$ cat config.mk
export PLATFORM = sky130hd
export DESIGN_NAME = root_hub_regs
export DESIGN_NICKNAME = d
export VERILOG_FILES = /design/src/include/root_hub_pkg.sv /design/src/core/root_hub_regs.sv
export SDC_FILE = /design/constraint.sdc
export NUM_CORES = 1
export LEC_CHECK = 0
export BUFFER_PORTS_ARGS = -buffer_cell sky130_fd_sc_hd__buf_2
export CAP_MARGIN = 10
export CORE_MARGIN = 4
export CORE_UTILIZATION = 55
export CTS_CLUSTER_DIAMETER = 30
export CTS_CLUSTER_SIZE = 20
export DETAILED_ROUTE_END_ITERATION = 8
export GPL_TIMING_DRIVEN = 0
export PLACE_DENSITY = 0.85
export REMOVE_ABC_BUFFERS = 1
export SLEW_MARGIN = 20
export SYNTH_ARGS = -nofsm -noshare
export SYNTH_HDL_FRONTEND = slang
export SYNTH_SLANG_ARGS = --single-unit
$ cat constraint.sdc
create_clock -name clk_in -period 6.3 [get_ports clk_in]
set_input_delay 0.315 -clock clk_in [delete_from_list [all_inputs] [get_ports clk_in]]
set_output_delay 0.315 -clock clk_in [all_outputs]
set_load 0.1 [all_outputs]
$ cat src/include/root_hub_pkg.sv
// Constants and carrier types for the root hub descriptor register bank.
// Assumes a 32-bit command-code register port on a single clock.
package root_hub_pkg;

    // Command codes: read code, write code is read code with bit 7 set.
    localparam logic [7:0] CODE_DESC_A_RD   = 8'h12;
    localparam logic [7:0] CODE_DESC_A_WR   = 8'h92;
    localparam logic [7:0] CODE_DESC_B_RD   = 8'h13;
    localparam logic [7:0] CODE_DESC_B_WR   = 8'h93;
    localparam logic [7:0] CODE_STATUS_RD   = 8'h14;
    localparam logic [7:0] CODE_STATUS_WR   = 8'h94;

    // Field positions in the first descriptor register; the mask start is in the second.
    localparam int POS_PGOOD_LO  = 24;
    localparam int POS_NO_OVERCURRENT_PROTECT      = 12;
    localparam int POS_OCMODE    = 11;
    localparam int POS_COMPOUND  = 10;
    localparam int POS_NOSWITCH  = 9;
    localparam int POS_SWMODE    = 8;
    localparam int POS_PMASK_LO  = 16;

    // Reset values of the implementation-specific fields.
    localparam logic [7:0] RST_PGOOD    = 8'h01;
    localparam logic       RST_NO_OVERCURRENT_PROTECT     = 1'b0;
    localparam logic       RST_NOSWITCH = 1'b0;
    localparam logic       RST_SWMODE   = 1'b1;
    localparam logic [1:0] RST_NPORTS   = 2'h2;
    localparam logic [2:0] RST_PMASK    = 3'h0;

    // Power-good unit time and its cycle count at 10 MHz.
    localparam int PGOOD_UNIT_NS = 2000000;
    localparam int CLK_PERIOD_NS = 100;
    localparam int PGOOD_UNIT_CYC = PGOOD_UNIT_NS / CLK_PERIOD_NS;

    // Register bus request carrier.
    typedef struct packed {
        logic [7:0]  addr;
        logic [31:0] wdata;
        logic        wr;
        logic        rd;
    } reg_req_t;

    // Port power effects, one bit per port (bit 0 unused).
    typedef struct packed {
        logic [2:0] per_port;
        logic [2:0] ganged;
    } power_route_t;

endpackage

$ cat src/core/root_hub_regs.sv
// Root hub descriptor register bank with power and overcurrent steering.
// Assumes a same-clock master issuing one-cycle read or write strobes.
`timescale 1ns/1ps
`default_nettype none
module root_hub_regs
    import root_hub_pkg::*;
#(
    parameter logic [1:0] NUM_PORTS = RST_NPORTS
) (
    // Clock and reset.
    input  wire logic                  clk_in,
    input  wire logic                  reset_in,
    // Register port.
    input  wire root_hub_pkg::reg_req_t req_in,
    output logic [31:0]                rdata_out,
    // Controller state and port power commands.
    input  wire logic                  operational_in,
    input  wire logic                  global_on_in,
    input  wire logic                  global_off_in,
    input  wire logic [2:0]            port_on_in,
    input  wire logic [2:0]            port_off_in,
    // Port power and overcurrent routing.
    output logic [2:0]                 port_power_out,
    output logic                       oc_per_port_out,
    output logic                       oc_global_out,
    output logic [7:0]                 pgood_delay_out,
    output logic [31:0]                pgood_cycles_out
);
    import root_hub_pkg::*;

    logic [7:0] pgood_reg;
    logic       no_overcurrent_protect_reg;
    logic       ocmode_reg;
    logic       noswitch_reg;
    logic       swmode_reg;
    logic [2:0] pmask_reg;
    logic [15:0] hub_status_reg;
    logic [31:0] desc_a;
    logic [31:0] desc_b;
    logic [31:0] rdata_next;
    logic [1:0]  nports;

    // The port count is clamped to two ports.
    // A larger parameter would report ports that have no power pins behind them.
    assign nports = (NUM_PORTS > 2'h2) ? 2'h2 : NUM_PORTS;

    // First descriptor image; reserved and compound bits read zero.
    // Building the image in one place keeps reads and assertions on one definition.
    always_comb begin
        desc_a = 32'h0000_0000;
        desc_a[POS_PGOOD_LO +: 8] = pgood_reg;
        desc_a[POS_NO_OVERCURRENT_PROTECT]     = no_overcurrent_protect_reg;
        desc_a[POS_OCMODE]   = ocmode_reg;
        desc_a[POS_COMPOUND] = 1'b0;
        desc_a[POS_NOSWITCH] = noswitch_reg;
        desc_a[POS_SWMODE]   = swmode_reg;
        desc_a[1:0]          = nports;
    end

    // Second descriptor image holds only the mask here; bit 0 is reserved.
    always_comb begin
        desc_b = 32'h0000_0000;
        desc_b[POS_PMASK_LO +: 3] = {pmask_reg[2:1], 1'b0};
    end

    // First descriptor writes, accepted in any state, whole word only.
    always_ff @(posedge clk_in) begin
        if (reset_in) begin
            pgood_reg    <= RST_PGOOD;
            no_overcurrent_protect_reg     <= RST_NO_OVERCURRENT_PROTECT;
            ocmode_reg   <= RST_SWMODE;
            noswitch_reg <= RST_NOSWITCH;
            swmode_reg   <= RST_SWMODE;
        end else if (req_in.wr && req_in.addr == CODE_DESC_A_WR) begin
            pgood_reg    <= req_in.wdata[POS_PGOOD_LO +: 8];
            no_overcurrent_protect_reg     <= req_in.wdata[POS_NO_OVERCURRENT_PROTECT];
            ocmode_reg   <= req_in.wdata[POS_OCMODE];
            noswitch_reg <= req_in.wdata[POS_NOSWITCH];
            swmode_reg   <= req_in.wdata[POS_SWMODE];
        end
    end

    // Second descriptor mask writes, accepted in any state.
    always_ff @(posedge clk_in) begin
        if (reset_in) begin
            pmask_reg <= RST_PMASK;
        end else if (req_in.wr && req_in.addr == CODE_DESC_B_WR) begin
            pmask_reg <= {req_in.wdata[POS_PMASK_LO + 2], req_in.wdata[POS_PMASK_LO + 1],
                          1'b0};
        end
    end

    // Hub status word store, writable only while operational.
    always_ff @(posedge clk_in) begin
        if (reset_in) begin
            hub_status_reg <= 16'h0000;
        end else if (req_in.wr && req_in.addr == CODE_STATUS_WR && operational_in) begin
            hub_status_reg <= req_in.wdata[15:0];
        end
    end

    // Read mux; unmapped codes return zero.
    always_comb begin
        case (req_in.addr)
            CODE_DESC_A_RD: rdata_next = desc_a;
            CODE_DESC_B_RD: rdata_next = desc_b;
            CODE_STATUS_RD: rdata_next = {16'h0000, hub_status_reg};
            default:        rdata_next = 32'h0000_0000;
        endcase
    end

    // Read data stands for the single cycle after the strobe.
    // Zero between reads lets a master spot a missing strobe at once.
    always_ff @(posedge clk_in) begin
        if (reset_in) begin
            rdata_out <= 32'h0000_0000;
        end else begin
            rdata_out <= req_in.rd ? rdata_next : 32'h0000_0000;
        end
    end

    // Port power: always on, ganged, or masked per-port/global split.
    // Ports above the count stay off so a narrow build never powers a dead pin.
    // On wins over off when both commands arrive in one cycle.
    always_ff @(posedge clk_in) begin
        if (reset_in) begin
            port_power_out <= 3'h0;
        end else begin
            for (int p = 1; p < 3; p++) begin
                if (p > int'(nports)) begin
                    port_power_out[p] <= 1'b0;
                end else if (noswitch_reg) begin
                    port_power_out[p] <= 1'b1;
                end else if (swmode_reg && pmask_reg[p]) begin
                    if (port_on_in[p]) begin
                        port_power_out[p] <= 1'b1;
                    end else if (port_off_in[p]) begin
                        port_power_out[p] <= 1'b0;
                    end
                end else begin
                    if (global_on_in) begin
                        port_power_out[p] <= 1'b1;
                    end else if (global_off_in) begin
                        port_power_out[p] <= 1'b0;
                    end
                end
            end
            port_power_out[0] <= 1'b0;
        end
    end

    // Overcurrent reporting mode decode.
    // Both outputs fall when protection is absent, so neither path reports.
    always_ff @(posedge clk_in) begin
        if (reset_in) begin
            oc_per_port_out <= 1'b0;
            oc_global_out   <= 1'b0;
        end else begin
            oc_per_port_out <= !no_overcurrent_protect_reg && ocmode_reg;
            oc_global_out   <= !no_overcurrent_protect_reg && !ocmode_reg;
        end
    end

    // Power-good delay and its wait in clock cycles.
    // The product is formed here so the waiting side needs no multiplier.
    always_ff @(posedge clk_in) begin
        if (reset_in) begin
            pgood_delay_out  <= 8'h00;
            pgood_cycles_out <= 32'h0000_0000;
        end else begin
            pgood_delay_out  <= pgood_reg;
            pgood_cycles_out <= 32'(pgood_reg) * 32'(PGOOD_UNIT_CYC);
        end
    end
endmodule
`default_nettype wire

==> results of run 1 <==
## synth_stat cells, types with 7 or more instances
| cell | number |
|---|---|
| nand2_1 | 8 |
| buf_4 | 26 |
| and3_1 | 10 |
| dfxtp_1 | 82 |
| mux2i_1 | 25 |
| a21oi_1 | 7 |
| inv_1 | 27 |
| nor2b_1 | 18 |
| and2_1 | 9 |
| fa_1 | 12 |
| ha_1 | 39 |
| nor2_1 | 52 |
## routing by layer
layer | part of all wire | up-vias
met5 | 0 | -
met4 | 0.014 | 0
met3 | 0.076 | 12
met2 | 0.49 | 105
met1 | 0.42 | 1324
li1 | - | 1453
## power breakdown
| group | switching, W | internal, W | leakage [nW] | total (W) |
|---|---|---|---|---|
| Combinational | 0.0000985 | 0.0000175 | 1.67 | 0.000116 |
| Clock | 0.000182 | 0.000156 | 0.0899 | 0.000338 |
| Sequential | 0.00000113 | 0.000521 | 0.663 | 0.000522 |
## area by class of cell
| class | count | area share |
|---|---|---|
| inverters | 27 | 0.0220 |
| multi-input cells | 266 | 0.447 |
| flip-flops and latches | 82 | 0.356 |
| clock buffers | 11 | 0.0307 |
| clock inverters | 5 | 0.00842 |
| repair buffers | 100 | 0.109 |
| well taps | 96 | 0.0261 |
## how the worst min path moves through the flow
stage | end | cells past startpoint
6_report | pgood_reg[0] | 2
5_1_grt | pgood_reg[0] | 2
4_1_cts | pgood_reg[0] | 2
3_5_place_dp | rdata_out[3] | 1
3_3_place_gp | rdata_out[3] | 1
2_1_floorplan | pgood_cycles_out[12] | 1
## stage by stage
stage / util / instance area, um^2
2_1_floorplan: - / 3800
4_1_cts: 0.663 / 4610
3_5_place_dp: 0.637 / 4430
6_report: 0.664 / 4610
5_1_grt: 0.664 / 4610
3_3_place_gp: 0.637 / 4430
## critical path, stage by stage (launching register included)
cell and delay, ns:
dfxtp_1 0.57, fa_1 0.48, fa_1 0.47, ha_1 0.28, inv_1 0.05, fa_1 0.53, inv_1 0.04, ha_1 0.25
or3_1 0.40, and2_1 0.16, a311oi_1 0.29, mux2_1 0.36
## cell families (layout without fill, tap and decap cells)
| group | count (synthesis) | after routing | share of synthesized area |
|---|---|---|---|
| mux | 31 | 31 | 0.0792 |
| simple gates | 123 | 123 | 0.162 |
| xor+xnor | 3 | 3 | 0.00655 |
| fa+ha+maj | 51 | 51 | 0.182 |
| buf+inv | 63 | 143 | 0.0954 |
| other cells | 1 | 21 | 0.000935 |
| flops | 82 | 82 | 0.409 |
| compound gates | 37 | 37 | 0.0652 |
==> impl_metrics.yaml, run 1 <==
timing:
  clock.fmax_ghz: 0.250
  worst_slew_pin_slew_ns: 0.936
  relSlewSlack: 0.376
  holdWs_ns: 0.182
  final_hold_viol_count: 0
  fin_crit_ns: 4.00
  layout_setup_ws_ns: 2.30
  period_share: 0.635
  skew_ns: 0.00510
  setup_viol: 0
  rsz0062_at_grt: "false"
  slew_viol_final: 0
  tns_ns: 0
clocking:
  root_buffer: "clkbuf_8"
  cts.repair.resized: 0
  clk_pin_slew_ns: 0.08
  insertion_delay_ns: 0.34
  cts_setup_buffers: 0
  cts_tree: "built"
  cts_hold_buf: 0
  cts.sinks: 82
  numCtsBuffers: 9
  cts_buffer_depth: 2
  cts_max_level: 3
flow_run:
  cap_violations: 0
die:
  die-area_um2: 8720
  ios: 130
  die_w_um: 93.4
  initial_core_util: 0.578
  row_count: 30
  coreArea_um2: 6940
  die_h_um: 93.4
detailed_routing:
  dr_total_vias: 2894
  wl_per_cell_um: 13.1
  firstDrtPassIters: 5
  drt_iter0_markers: 87
  routed_via_density: 4.93
  ant_nets: 0
  totalWireLength_mm: 7.67
  route.detailed.drc: 0
global_routing:
  grt_usage: 0.181
  grtUsageMet2: 0.311
  grt_pass1_vias: 2860
  grt-ovfl-total: 0
  antenna_found_initial: 0
  use_met1: 0.222
  use_met3: 0.0475
  busiest_layer: "met2"
  grt_pass1_wl_mm: 12.7
  grt_max_degree: 62
power_and_ir_drop:
  p_per_area_nw_per_um2: 212
  power.static_leakage_nw: 2.42
  irDropWorstVdd_mv: 0.139
  total_power_w: 0.000976
status:
  status: "finished, final reports clean"
cells_and_area:
  multiInputGateArea_um2: 2060
  largest_reg_flops: 26
  mostFrequentLayoutCells: "99 x buf_2, 82 x dfxtp_1, 52 x nor2_1, 39 x ha_1, 27 x inv_1"
  drive_gt1_frac: 0.257
  final_cells: 587
  fillCellCount: 545
  layout.nets: 590
  area_delta_synth_final_pct: 14.9
  final_common_cell: "buf_2"
  regArea_um2: 1640
  antenna_cells: 0
yosys:
  synthCells: 391
  yosysTopAreaCell: "dfxtp_1"
  synth_cell_type_count: 48
  ys_warn_count: 0
  synth_flop_cell: "dfxtp_1"
  postSynthAreaPerCell_um2: 10.3
  netlist_area_um2: 4010
  ys_top_cells_by_area: "dfxtp_1 41%, ha_1 12%, mux2i_1 6.2%"
  yosys_register_bits: 82
  synth_seq_area_share: 0.409
  synth-async-reset-ratio: 0
  synth_edf_count: 0
  synth_top_area_frac: 0.409
worst_setup_path:
  startpoint: "pgood_reg[5]"
  critical_path_required_ns: 6.52
  worstSetupEndpointType: "register"
  worstRegToRegCells: 11
  startpoint_type: "register"
  reg2reg_slack_ns: 2.30
  cp_max_fo: 8
  arrival_ns: 4.22
  critical_path_class: "reg -> reg"
  worstReg2RegEnd: "pgood_cycles_out[20]"
  critPathCapture: "pgood_cycles_out[20]"
  r2r_start: "pgood_reg[5]"
hold_path:
  min_from: "req_in[26]"
  hp-class: "in -> reg"
placement:
  gp_routability_congestion: 0.835
  place_ws_ns: 2.29
  dp.cells: 571
  io_buffers: 100
  hpwl_mm: 5.95
No activity file was read; power rests on OpenSTA's default activity.
==> run 2, diff against run 1 <==
--- a/config.mk
+++ b/config.mk
@@ -8,12 +8,12 @@
 export BUFFER_PORTS_ARGS = -buffer_cell sky130_fd_sc_hd__buf_2
 export CAP_MARGIN = 10
 export CORE_MARGIN = 4
-export CORE_UTILIZATION = 55
+export CORE_UTILIZATION = 46
 export CTS_CLUSTER_DIAMETER = 30
 export CTS_CLUSTER_SIZE = 20
 export DETAILED_ROUTE_END_ITERATION = 8
 export GPL_TIMING_DRIVEN = 0
-export PLACE_DENSITY = 0.85
+export PLACE_DENSITY = 0.75
 export REMOVE_ABC_BUFFERS = 1
 export SLEW_MARGIN = 20
 export SYNTH_ARGS = -nofsm -noshare
==> constraint.sdc (replaced) <==
create_clock -name clk_in -period 3.6 [get_ports clk_in]
set_input_delay 0.18 -clock clk_in [delete_from_list [all_inputs] [get_ports clk_in]]
set_output_delay 0.18 -clock clk_in [all_outputs]
set_load 0.1 [all_outputs]
==> run 2 against run 1 <==
Compared with the run above: clock power grew 130%; highest routed layer unchanged; worst hold slack lost 0.14 ns; fmax grew 12%; largest power group unchanged; critical path depth did not move; combinational power grew 76%; non-clock buffer count grew 11; first-iteration DRC count down 29%; critical endpoint unchanged.
==> impl_metrics.yaml, run 2 (synthesized netlist as in run 1, its figures left out) <==
die:
  die_w_um: 101
  coreArea_um2: 8340
  die-area_um2: 10300
  row_count: 33
  initial_core_util: 0.481
  ios: 130
  die_h_um: 101
global_routing:
  grt_pass1_wl_mm: 13.1
  use_met1: 0.196
  busiest_layer: "met2"
  grt_usage: 0.160
  grtUsageMet2: 0.275
  grt_pass1_vias: 2856
  grt-ovfl-total: 0
  antenna_found_initial: 0
  use_met3: 0.0537
  grt_max_degree: 62
worst_setup_path:
  timing.critical_path.cells: "fa_1 -> fa_1 -> ha_1 -> inv_2 -> fa_1 -> inv_2 -> ha_4 -> or3_4 -> and2_4 -> a311oi_2 -> mux2_1"
  cp_max_fo: 2
  critical_path_required_ns: 3.85
  crit_path_max_incr_delay_ns: 0.56
  startpoint_type: "register"
  timing.critical_path.mode_cell: "fa_1"
  slowest_stage: "fa_1"
  arrival_ns: 3.83
  critical_path_class: "reg -> reg"
  worstSetupEndpointType: "register"
detailed_routing:
  routed_via_density: 4.81
  wl_per_cell_um: 13.3
  firstDrtPassIters: 4
  totalWireLength_mm: 8.09
  ant_nets: 0
  dr_total_vias: 2921
  drt_iter0_markers: 62
  route.detailed.drc: 0
timing:
  setup_viol: 0
  tns_ns: 0
  clock.fmax_ghz: 0.279
  final_hold_viol_count: 0
  fin_crit_ns: 3.58
  relSlewSlack: 0.383
  period_share: 0.995
  rsz0062_at_grt: "true"
  slew_viol_final: 0
  worst_slew_pin_slew_ns: 0.925
  skew_ns: 0.00911
power_and_ir_drop:
  clockPowerShare: 0.408
  internal_power_w: 0.00136
  seqPwrFrac: 0.484
  power.static_leakage_nw: 2.51
  comb_power_share: 0.108
  irDropWorstVdd_mv: 0.229
  netSwitchingPower_w: 0.000523
  swShare: 0.278
  p_per_area_nw_per_um2: 387
clocking:
  cts_hold_buf: 0
  clk_pin_slew_ns: 0.09
  cts_max_level: 3
  numCtsBuffers: 9
  cts_buffer_depth: 2
  insertion_delay_ns: 0.35
  cts.sinks: 82
  cts_tree: "built"
  root_buffer: "clkbuf_8"
cells_and_area:
  area_delta_synth_final_pct: 21.1
  largest_reg_flops: 26
  mostFrequentLayoutCells: "99 x buf_2, 76 x dfxtp_1, 52 x nor2_1, 35 x ha_1, 25 x mux2i_1"
  layout.nets: 601
  fin_area_um2: 4860
  drive_gt1_frac: 0.323
  final_common_cell: "buf_2"
  antenna_cells: 0
  fillCellCount: 733
placement:
  hpwl_mm: 5.94
  gp_routability_congestion: 0.798
  placed_area_um2: 4440
  io_buffers: 100
status:
  status: "finished, final reports clean"
hold_path:
  hp-class: "in -> reg"
flow_run:
  cap_violations: 0
==> run 2: cell types whose count changed in the layout (fill, tap and decap cells not counted), sizes merged <==
| cell | previous run | this run |
|---|---|---|
| bufinv | 0 | 2 |
| buf | 100 | 111 |
| clkbuf | 11 | 10 |
| clkinv | 3 | 0 |
| inv | 28 | 30 |
==> run 2: cell type report <==
cell class,instances,area [um^2],share of cell area
multi-input combinational,266,2150,0.442
clock inverter,6,96.3,0.0198
sequential,82,1660,0.342
timing repair buffer,111,586,0.120
clock buffer,10,138,0.0283
inverter,27,101,0.0209
tap,105,131,0.0270
==> run 2: per-layer routing <==
layer / share of wire / vias to the layer above
li1: - / 1475
met1: 0.42 / 1337
met2: 0.49 / 100
met3: 0.077 / 9
met4: 0.0084 / 0
met5: 0 / -
==> run 2: per-stage QoR <==
step | std cells | total power [W] | utilization | worst slack (ns) | hold slack, ns
4_1_cts | 599 | 0.00191 | 0.571 | 0.00778 | 0.0199
6_report | 607 | 0.00188 | 0.583 | 0.0174 | 0.0391
3_5_place_dp | 580 | 0.00114 | 0.532 | -0.448 | 0.397
2_1_floorplan | 375 | 0.00109 | - | -0.0921 | 0.247
3_3_place_gp | 580 | 0.00114 | 0.532 | -0.388 | 0.392
5_1_grt | 607 | 0.00196 | 0.583 | -0.0694 | 0.00994
==> run 2: path summary, 6_finish.rpt <==
kind | start | to | slack (ns) | depth (start not counted)
worst max-delay path | pgood_reg[6] | pgood_cycles_out[20] | 0.02 | 11
worst min-delay path | req_in[26] | pgood_reg[0] | 0.04 | 2
worst max register to register | pgood_reg[6] | pgood_cycles_out[20] | 0.02 | 11
worst min register to register | hub_status_reg[15] | rdata_out[15] | 0.47 | 1
==> run 2: power groups by stage <==
stage	clock (W)	combinational (W)	sequential [W]
2_1_floorplan	0	0.000110	0.000981
3_3_place_gp	0	0.000202	0.000935
3_5_place_dp	0	0.000203	0.000936
4_1_cts	0.000791	0.000204	0.000911
5_1_grt	0.000832	0.000213	0.000911
6_report	0.000767	0.000204	0.000910
==> run 2: critical path: cells and delay by family (launching register included) <==
family / cells / cell delay, ns
multiplexers: 1 / 0.35
flip-flops: 1 / 0.36
AO/OA/AOI/OAI: 1 / 0.22
adder cells (fa/ha/maj): 5 / 1.93
AND/OR/NAND/NOR: 2 / 0.54
buffers and inverters: 2 / 0.09
==> run 2: what timing repair did <==
action,4_1_cts,5_1_grt
endpoints found under the setup margin,5,5
setup buffers,3,8
pin swaps,8,12
gates resized for setup,19,11
